<file path="src/verilog/pci_fabric_map.svh">
// Purpose: named offsets, field positions, reset values and timing counts
// Assumes: included by its bare name wherever the names are needed
// Notes: definitions only, no logic
`ifndef PCI_FABRIC_MAP_SVH
`define PCI_FABRIC_MAP_SVH

// register word offsets on the plain register port
`define ADDR_CTRL 4'h0
`define ADDR_STATUS 4'h4
`define ADDR_BURST 4'h8
`define ADDR_TARGET 4'hC

// control register fields
`define CTRL_QUAD_BIT 0
`define CTRL_CLKSEL_BIT 1
`define CTRL_RESET 2'h1

// status register fields
`define STAT_EMPTY_BIT 0
`define STAT_AEMPTY_BIT 1
`define STAT_LAST_BIT 2
`define STAT_STOP_BIT 3
`define STAT_RETRY_BIT 4
`define STAT_DELAYED_BIT 5
`define STAT_READY_BIT 6
`define STAT_COUNT_LSB 8

// flag thresholds in 64-bit words
`define ALMOST_EMPTY_WORDS 4

// pci ticks a stop request must stand before it acts
`define STOP_HOLD_TICKS 2'h2

// fabric ticks the target side stays not ready after reset
`define READY_DELAY_TICKS 5'h10

// last 16-bit and 32-bit portion index of a 64-bit word
`define QUAD_LAST_PART 2'h3
`define DUAL_LAST_PART 2'h1

`endif

</file>
<file path="src/verilog/pci_fabric_pkg.sv">
// Purpose: shared types of the pci fabric read fifo and target control
// Assumes: nothing beyond the map header for numbers
// Notes: types only
package pci_fabric_pkg;

    // target fifo interface state, gray along the usual path
    typedef enum logic [3:0]
    {
        T_IDLE = 4'h0,
        T_ADDR = 4'h1,
        T_DATA = 4'h3,
        T_LAST = 4'h2
    } target_state_e;

endpackage

</file>
<file path="src/verilog/pci_read_fifo_target_ctl.sv">
// Purpose: master read data fifo port and target general controls of the pci core
// Assumes: one clock; fabric and pci rates arrive as one-cycle enable pulses
// Notes: all inputs are synchronous to clk
// Operation
// - pop low presents next read word
// - read data 16 bits quad, 32 dual
// - almost empty low at four words left
// - empty low while fifo holds nothing
// - burst stop acts only during transfer
// - fifo clear empties target state
// - clear leaves pci state machine alone
// - ready low in reset, clear, startup
// - four-bit target state count output
// - retry low retries following target cycles
// - delayed low makes reads delayed transactions
// - fifo clock chosen from two fabric clocks
`timescale 1ns/1ps
`include "pci_fabric_map.svh"

module pci_read_fifo_target_ctl
    import pci_fabric_pkg::*;
#(
    parameter int DEPTH = 16
)
(
    // clock and reset
    input wire logic clk,
    input wire logic rst_n,
    // register port
    input wire logic [3:0] regAddr,
    input wire logic [31:0] regWdata,
    input wire logic regWrite,
    input wire logic regRead,
    output logic [31:0] regRdata,
    // rate enables
    input wire logic fabric_clock_a,
    input wire logic fabric_clock_b,
    input wire logic pciClkEn,
    // pci core side of the read fifo
    input wire logic pciRstN,
    input wire logic fillValid,
    input wire logic [63:0] fillData,
    input wire logic fillLast,
    output logic fillReady,
    input wire logic masterTransferring,
    output logic burstStopReq,
    // user read port
    input wire logic master_read_pop_n,
    input wire logic fifo_select,
    output logic [17:0] quadReadData,
    output logic [31:0] dualReadData,
    output logic [3:0] dualReadDataX,
    output logic master_read_empty_n,
    output logic master_read_almost_empty_n,
    output logic master_read_last_n,
    // user command word for read burst length
    input wire logic cmdValid,
    input wire logic [17:0] cmdQuad,
    input wire logic [3:0] cmdDualX,
    input wire logic [31:0] cmdDual,
    output logic [17:0] burstLength,
    output logic burstLengthValid,
    // pci stop and target controls
    input wire logic read_burst_stop_n,
    input wire logic target_retry_n,
    input wire logic delayed_txn_n,
    output logic retryActive,
    output logic delayedActive,
    // target fifo interface
    input wire logic target_fifo_clear_n,
    input wire logic targetPendN,
    input wire logic targetStep,
    input wire logic targetDone,
    output logic target_side_ready,
    output logic [3:0] target_state_count
);

    localparam int PW = $clog2(DEPTH);

    // whole module state in one word
    typedef struct packed
    {
        logic [DEPTH-1:0][63:0] mem;   // read fifo storage
        logic [DEPTH-1:0] lastMem;     // last-word marks
        logic [PW-1:0] wrPtr;
        logic [PW-1:0] rdPtr;
        logic [PW:0] count;            // words held
        logic [1:0] part;              // portion of head word
        logic [17:0] quadData;
        logic [31:0] dualData;
        logic lastN;
        logic quadMode;
        logic clkSel;
        logic cmdHiPending;            // quad upper bits taken
        logic [1:0] cmdHi;
        logic [17:0] burstLen;
        logic burstValid;
        logic [1:0] stopTicks;
        logic stopReq;
        logic retry;
        logic delayed;
        target_state_e tState;
        logic [4:0] readyCnt;
        logic ready;
        logic [31:0] rdata;
    } state_s;

    state_s state_reg;
    state_s state_next;

    // one portion of a 64-bit word in the active width
    function automatic logic [31:0] portionOf(input logic [63:0] word, input logic [1:0] part,
                                              input logic quad);
        // quad portions sit zero-extended in the low half
        return quad ? 32'(word[16*part +: 16]) : word[32*part[0] +: 32];
    endfunction

    // fabric rate and derived strobes
    logic fabricTick;
    logic popNow;
    logic partEnd;
    logic wrNow;
    logic fifoFull;

    // fill and drain strobes
    always_comb
    begin
        fabricTick = state_reg.clkSel ? fabric_clock_b : fabric_clock_a;
        fifoFull = (state_reg.count == (PW+1)'(DEPTH));
        popNow = fabricTick && !master_read_pop_n && (state_reg.count != '0);
        partEnd = state_reg.part == (state_reg.quadMode ? `QUAD_LAST_PART : `DUAL_LAST_PART);
        wrNow = pciClkEn && fillValid && !fifoFull;
    end

    // next state
    always_comb
    begin
        logic [63:0] head;
        logic [31:0] slice;
        head = state_reg.mem[state_reg.rdPtr];
        slice = '0;
        state_next = state_reg;

        // register writes steer mode and clock choice
        if (regWrite && regAddr == `ADDR_CTRL)
        begin
            state_next.quadMode = regWdata[`CTRL_QUAD_BIT];
            state_next.clkSel = regWdata[`CTRL_CLKSEL_BIT];
        end

        // fifo write from the pci side
        if (wrNow)
        begin
            state_next.mem[state_reg.wrPtr] = fillData;
            state_next.lastMem[state_reg.wrPtr] = fillLast;
            state_next.wrPtr = state_reg.wrPtr + PW'(1);
        end

        if (popNow)
        begin
            slice = portionOf(head, state_reg.part, state_reg.quadMode);
            // width by mode, top bits zero
            state_next.quadData = {2'h0, slice[15:0]};
            state_next.dualData = slice;
            state_next.lastN = !(partEnd && state_reg.lastMem[state_reg.rdPtr]);
            if (partEnd)
            begin
                state_next.part = 2'h0;
                state_next.rdPtr = state_reg.rdPtr + PW'(1);
            end
            else
            begin
                state_next.part = state_reg.part + 2'h1;
            end
        end
        else if (fabricTick)
        begin
            // last marks one word only
            state_next.lastN = 1'b1;
        end

        // occupancy in whole words
        state_next.count = state_reg.count + (PW+1)'(wrNow) - (PW+1)'(popNow && partEnd);

        state_next.burstValid = 1'b0;
        if (fabricTick && cmdValid)
        begin
            if (!state_reg.quadMode)
            begin
                state_next.burstLen = {cmdDualX[1:0], cmdDual[15:0]};
                state_next.burstValid = 1'b1;
            end
            else if (!state_reg.cmdHiPending)
            begin
                state_next.cmdHi = cmdQuad[17:16];
                state_next.cmdHiPending = 1'b1;
            end
            else
            begin
                state_next.burstLen = {state_reg.cmdHi, cmdQuad[15:0]};
                state_next.burstValid = 1'b1;
                state_next.cmdHiPending = 1'b0;
            end
        end

        // pci-rate controls
        if (pciClkEn)
        begin
            if (read_burst_stop_n)
            begin
                state_next.stopTicks = 2'h0;
            end
            else if (state_reg.stopTicks != `STOP_HOLD_TICKS)
            begin
                state_next.stopTicks = state_reg.stopTicks + 2'h1;
            end
            state_next.stopReq = !read_burst_stop_n && masterTransferring;
            state_next.retry = !target_retry_n;
            // held value taken at pci rate
            state_next.delayed = !delayed_txn_n;
        end

        if (fabricTick && state_reg.readyCnt != `READY_DELAY_TICKS)
        begin
            state_next.readyCnt = state_reg.readyCnt + 5'h1;
        end
        state_next.ready = (state_next.readyCnt == `READY_DELAY_TICKS) && pciRstN
            && target_fifo_clear_n;

        // target fifo interface walk
        if (fabricTick)
        begin
            case (state_reg.tState)
                T_IDLE:
                begin
                    if (!targetPendN)
                    begin
                        state_next.tState = T_ADDR;
                    end
                end
                T_ADDR:
                begin
                    if (targetStep)
                    begin
                        state_next.tState = T_DATA;
                    end
                end
                T_DATA:
                begin
                    if (targetDone)
                    begin
                        state_next.tState = T_LAST;
                    end
                end
                T_LAST:
                begin
                    state_next.tState = T_IDLE;
                end
                default:
                begin
                    state_next.tState = T_IDLE;
                end
            endcase
        end
        if (!target_fifo_clear_n)
        begin
            state_next.tState = T_IDLE;
        end

        // register reads, answer next cycle
        state_next.rdata = 32'h0;
        if (regRead)
        begin
            case (regAddr)
                `ADDR_CTRL:
                begin
                    state_next.rdata[`CTRL_QUAD_BIT] = state_reg.quadMode;
                    state_next.rdata[`CTRL_CLKSEL_BIT] = state_reg.clkSel;
                end
                `ADDR_STATUS:
                begin
                    state_next.rdata[`STAT_EMPTY_BIT] = master_read_empty_n;
                    state_next.rdata[`STAT_AEMPTY_BIT] = master_read_almost_empty_n;
                    state_next.rdata[`STAT_LAST_BIT] = state_reg.lastN;
                    state_next.rdata[`STAT_STOP_BIT] = state_reg.stopReq;
                    state_next.rdata[`STAT_RETRY_BIT] = state_reg.retry;
                    state_next.rdata[`STAT_DELAYED_BIT] = state_reg.delayed;
                    state_next.rdata[`STAT_READY_BIT] = state_reg.ready;
                    state_next.rdata[`STAT_COUNT_LSB +: PW+1] = state_reg.count;
                end
                `ADDR_BURST:
                begin
                    state_next.rdata[17:0] = state_reg.burstLen;
                end
                `ADDR_TARGET:
                begin
                    state_next.rdata[3:0] = state_reg.tState;
                end
                default:
                begin
                    // unmapped reads as zero, cleared above
                end
            endcase
        end
    end

    // state register, synchronous reset
    always_ff @(posedge clk)
    begin
        if (!rst_n)
        begin
            state_reg <= '0;
            state_reg.lastN <= 1'b1;
            state_reg.quadMode <= 1'(`CTRL_RESET);
        end
        else
        begin
            state_reg <= state_next;
        end
    end

    // outputs
    always_comb
    begin
        regRdata = state_reg.rdata;
        fillReady = !fifoFull;
        quadReadData = state_reg.quadData;
        // dual bus carries read data only with fifo_select low
        dualReadData = fifo_select ? 32'h0 : state_reg.dualData;
        dualReadDataX = 4'h0;
        master_read_empty_n = (state_reg.count != '0);
        master_read_almost_empty_n = (state_reg.count > (PW+1)'(`ALMOST_EMPTY_WORDS));
        master_read_last_n = state_reg.lastN;
        burstLength = state_reg.burstLen;
        burstLengthValid = state_reg.burstValid;
        burstStopReq = state_reg.stopReq && (state_reg.stopTicks == `STOP_HOLD_TICKS);
        retryActive = state_reg.retry;
        delayedActive = state_reg.delayed;
        target_side_ready = state_reg.ready && pciRstN && target_fifo_clear_n;
        target_state_count = target_fifo_clear_n ? state_reg.tState : 4'h0;
    end

endmodule

</file>
<file path="config.mk">
export PLATFORM = sky130hd
export DESIGN_NAME = pci_read_fifo_target_ctl
export DESIGN_NICKNAME = d
export VERILOG_FILES = /design/src/verilog/pci_fabric_pkg.sv /design/src/verilog/pci_read_fifo_target_ctl.sv
export VERILOG_INCLUDE_DIRS = /design/src /design/src/verilog
export SDC_FILE = /design/constraint.sdc
export NUM_CORES = 2
export LEC_CHECK = 0
export ABC_CLOCK_PERIOD_IN_PS = 4300
export BUFFER_PORTS_ARGS = -buffer_cell sky130_fd_sc_hd__buf_2
export CAP_MARGIN = 10
export CORE_MARGIN = 5
export CORE_UTILIZATION = 30
export DETAILED_ROUTE_END_ITERATION = 10
export SLEW_MARGIN = 20
export SYNTH_ARGS = -nofsm -noshare
export SYNTH_HDL_FRONTEND = slang
export SYNTH_SLANG_ARGS = --single-unit
</file>
<file path="constraint.sdc">
create_clock -name clk -period 4.3 [get_ports clk]
set_input_delay 0.645 -clock clk [delete_from_list [all_inputs] [get_ports clk]]
set_output_delay 0.645 -clock clk [all_outputs]
set_load 0.005 [all_outputs]
</file>
==> Yosys cells after proc, flatten, opt, wreduce, memory -nomap -nowiden <==
Index checks and enable logic that the tools add are counted.
W data, S select, Z words.
{ "word_totals": {"regBits": 1175, "latch_bits": 0, "mem_bits_rw": 0, "rom_bits": 0, "in_bits": 175, "output_inout_bits": 117, "wordCells": 138, "mem_count": 0} }
{ "classes": {"n_addsub": 7, "n_mul": 0, "n_div": 0, "magnitude_cmp": 4, "eq_ne": 15, "n_shift": 2, "n_mux": 32, "bitwise": 1, "n_reduce_logical": 37} }
{ "ops": {"columns": ["op", "n"], "rows": [
  ["$bwmux W1024", 1],
  ["$bmux W64 S4", 1],
  ["$demux W64 S4", 1],
  ["$mux W64", 2],
  ["$mux W32", 2],
  ["$shiftx A64 B7 Y16", 1],
  ["$shiftx A64 B7 Y32", 1],
  ["$mux W19", 2],
  ["$bwmux W16", 1],
  ["$logic_and A1 B1 Y1", 16],
  ["$mux W4", 4],
  ["$reduce_and A2 Y1", 7],
  ["$pmux W4 S3", 1],
  ["$eq A5 B5 Y1 const B", 2],
  ["$lt A4 B5 Y1 const B", 2],
  ["$ne A2 B2 Y1 const B", 5],
  ["$pmux W5 S2", 1],
  ["$add A4 B1 Y4 const B", 2],
  ["$eq A4 B4 Y1 const B", 2],
  ["$logic_not A4 Y1", 2],
  ["$mux W2", 4],
  ["$pmux W2 S4", 1],
  ["$logic_not A1 Y1", 6],
  ["$mux W1", 6],
  ["22 further kinds", 25]
]} }

==> Depth between registers and ports, before layout <==
{ "depth": {"word_depth": 6, "ltp_mapped": 14, "mapped_depth_nobuf": 13} }

==> Worst setup path before layout <==
No wires, ideal clock.
{ "synth_timing": {"kind": "in2reg", "startpoint": "input port pciClkEn", "endpoint": "register state_reg[128] (netlist bit)", "setup_ns": 0.076, "arrival_time_ns": 2.963, "required_ns": 4.224, "setup_slack_ns": 1.261, "stages": 13, "path_buffers": 2, "path_cell_list": "buf_2 nand2_1 a31oi_1 buf_2 inv_1 ha_1 inv_1 ha_1 fa_1 a21oi_1 nor2_1 or3_1 a21boi_0"} }
{ "synth_via": {"elab_chain_len": 4} }
{ "synth_lines": {"columns": ["item", "line_no", "rtl"], "rows": [
  ["from (decl)", "pci_read_fifo_target_ctl.sv:38", "input wire logic pciClkEn,"],
  ["$logic_and A1 B1 Y1 (2 in a row)", "pci_read_fifo_target_ctl.sv:132", "wrNow = pciClkEn && fillValid && !fifoFull;"],
  ["$add A5 B1 Y5", "pci_read_fifo_target_ctl.sv:183", "state_next.count = state_reg.count + (PW+1)'(wrNow) - (PW+1)'(popNow && partEnd);"],
  ["$sub A5 B1 Y5", "pci_read_fifo_target_ctl.sv:183", null],
  ["to (signal assigned)", "pci_read_fifo_target_ctl.sv:318", "state_reg <= state_next;"],
  ["to (decl)", "pci_read_fifo_target_ctl.sv:108", "state_s state_reg;"]
]} }
Every way passes these cells.
A chain may end at the register's enable or synchronous reset.

==> Worst setup path after layout <==
{ "layout_timing": {"startpoint": "register state_reg[126] (netlist bit)", "endpoint": "register state_reg[128] (netlist bit)"} }
{ "layout_via": {"elab_chain_len": 5, "elab_cells_between_ends": 8, "cone_classes": "add/sub: 2; eq/ne: 1; reduce/logical: 5"} }
{ "layout_lines": {"columns": ["item", "line_no", "rtl"], "rows": [
  ["$eq A5 B5 Y1", "pci_read_fifo_target_ctl.sv:129", "fifoFull = (state_reg.count == (PW+1)'(DEPTH));"],
  ["$logic_not A1 Y1", "pci_read_fifo_target_ctl.sv:132", null],
  ["$logic_and A1 B1 Y1", "pci_read_fifo_target_ctl.sv:132", null],
  ["$add A5 B1 Y5", "pci_read_fifo_target_ctl.sv:183", null],
  ["$sub A5 B1 Y5 (*)", "pci_read_fifo_target_ctl.sv:183", null]
]} }
Every way passes the cells marked *; elsewhere a longest branch is shown, timed or not.

==> out/metrics.yaml <==
placementRows: 153
drtPass1Iterations: 6
grt_max_degree: 269
fmax_mhz: 297
syn2layout_area_growth_pct: 12.7
core_area_um2: 174000
cts_root_buffer: "clkbuf_16"
htree_num_levels: 3
cts_tree: "built"
clk_pin_slew_ns: 0.06
rsz0062_at_grt: "false"
synth_edf_count: 0
synth_ff_type: "dfxtp_1"
gp_congestion: 0.867
maxCapViolCount: 0
place_hpwl_um: 112000
vias: 43500
hold_path.class: "in2reg"
crit_path_frequent_cell: "ha_1"
synth_warnings: 0
grt_pass1_vias: 41500
layout.nets: 6014
finalSetupTns_ns: 0
finalCritPeriodShare_pct: 78.3
netlist-cell-type-count: 54
cts_buffers: 120
crit_type: "reg2reg"
critPathMaxFanout: 6
cts_resized: 0
wire_per_inst_um: 23.3
port_buffers: 221
cp_cell_sequence: "inv_1, ha_1, nor4b_1, buf_4, nor3_2, o211a_1, ha_1, inv_1, ha_1, fa_1, a21oi_1, nor2_1, or3_1, a21boi_0"
antenna_found_initial: 36
postSynthCellCount: 6016
end_kind: "flop"
viasPerCell: 5.26
synth_area_um2: 52500
place_ws_ns: 0.896
grt_pass1_wl_um: 280000
synth-async-reset-ratio_pct: 0
start_kind: "flop"
drive_gt1_share_pct: 13.8
p_per_area_nw_per_um2: 389
start_util_pct: 30.2
chipHeight_um: 428
grt.overflow.total: 0
skew_ns: 0.0719
tightestPinTransition_ns: 1.11
num_io_pins: 292
power.total_mw: 23.1
clk_latency_ns: 0.78
syn_avg_cell_area_um2: 8.73
min_period_ns: 3.37
finalSetupViolations: 0
hold_violations: 0
max-slew-margin-rel_pct: 25.8
ys_seq_elements: 1143
layout_setup_ws_ns: 0.934
die_w_um: 428
final_max_slew_viol_count: 0
drt-initial-drc-count: 4426
slowest_stage: "fa_1"
cts_sinks: 1143
die_area_um2: 184000
cp_slowest_stage_delay_ns: 0.43
p_leak_nw: 18.9
totalWireLength_um: 193000
crit_required_ns: 4.97
vdd.ir_drop.worst_mv: 0.360
cts_hold_buf: 0
ys_seq_area_share_pct: 43.6
status: "complete, no violations"
cts.path.max_buffers: 3
track_usage_pct: 20.1
largest_reg_flops: 1103
arrival_ns: 4.04
drcViolationCount: 0
ant_nets: 0
post_cts_buffers: 0
synthesized netlist by cell type, types with 5 or more instances:
cell type,n,area share [%]
buf_6,16,0.34
xor2_1,5,0.083
o21ai_0,44,0.42
o22ai_1,21,0.25
a21boi_0,1044,15
nand4_1,9,0.11
nor2b_1,51,0.61
nor2_1,86,0.61
inv_1,18,0.13
buf_4,101,1.4
clkbuf_1,435,3.1
a31oi_1,15,0.18
mux2_2,12,0.26
nand3b_1,5,0.071
and2_1,31,0.37
and3_1,5,0.060
nor3_1,23,0.22
ha_1,15,0.36
nand2_1,2169,16
nand3_1,23,0.22
a21oi_1,66,0.63
o211a_1,21,0.40
buf_1,76,0.54
xnor2_1,9,0.15
o31ai_1,6,0.086
mux2i_1,133,2.5
nand2b_1,11,0.13
a211oi_1,8,0.11
a22o_1,9,0.15
buf_2,50,0.48
mux4_2,238,10
a2111oi_0,7,0.12
a22oi_1,75,1.1
dfxtp_1,1143,44
critical path: cells and delay by family, from the launching register on:
family,cells,cell delay (ns)
buffers and inverters,3,0.29
AOI/OAI and AO/OA,3,0.72
and+or+nand+nor,4,0.83
adders and majority gates,4,1.08
DFF,1,0.37
cells by family (layout without fill, tap and decap cells):
kind of cell | Yosys count | count (layout) | share of synthesized area, %
compound gates | 1339 | 1339 | 18.7
buf+inv | 698 | 581 | 6.10
fa+ha+maj | 16 | 16 | 0.395
xor+xnor | 14 | 14 | 0.233
mux | 383 | 383 | 13.0
simple gates | 2422 | 2422 | 18.0
flops | 1143 | 1143 | 43.6
other cells | 1 | 37 | 0.00714
area by class of cell:
type | instances | area (um2)
Antenna cell | 15 | 37.5
Clock buffer | 184 | 3530
Clock inverter | 35 | 454
Fill cell | 17500 | 115000
Inverter | 18 | 67.6
Multi-Input combinational cell | 4196 | 26800
Sequential cell | 1143 | 22900
Tap cell | 2325 | 2910
Timing Repair Buffer | 344 | 2500
path summary, 6_finish.rpt:
path	depth (start not counted)	to	slack (ns)	from
worst max-delay path	14	state_reg[128]	0.93	state_reg[126]
worst min-delay path	3	delayedActive	0.16	delayed_txn_n
worst max register to register	14	state_reg[128]	0.93	state_reg[126]
worst min register to register	2	state_reg[1083]	0.46	state_reg[1083]
placed cells by master (no fill, tap or decap), drive strengths merged, types with 23 or more instances in the layout:
master,Yosys,layout
a21boi,1044,1044
mux4,238,238
a21oi,66,66
a22oi,75,75
nor3,23,23
and2,32,32
clkinv,0,23
clkbuf,435,184
dfxtp,1143,1143
nand3,23,23
nor2b,51,51
nor2,86,86
mux2i,133,133
nand2,2169,2169
buf,245,344
o21ai,48,48
power breakdown:
| group | total, mW | switching [mW] | leakage (nW) | internal, mW |
|---|---|---|---|---|
| clock network | 10.6 | 4.52 | 1.95 | 6.06 |
| logic | 1.66 | 1.10 | 7.73 | 0.560 |
| registers | 10.8 | 0.108 | 9.22 | 10.7 |
| total | 23.1 | 5.73 | 18.9 | 17.3 |
metal layers:
metal  track usage, %  up-vias  wire length, um
met4             11.4        8            12100
met2             32.5     1994            88000
met1             24.8    21300            75500
met3             4.32      517            17100
li1                 -    19700                -
met5                0        -               48
through the flow:
step / std cells / instance area (um2) / util [%] / hold slack (ns)
finish: 8260 / 59200 / 34.0 / 0.158
detailed placement: 8026 / 55200 / 31.7 / 0.454
global placement: 8026 / 55200 / 31.7 / 0.443
floorplan: 6037 / 52600 / - / 0.417
CTS: 8245 / 59200 / 34.0 / 0.0987
global route: 8249 / 59200 / 34.0 / 0.146
Note: power is estimated with default switching activity, not from simulation.
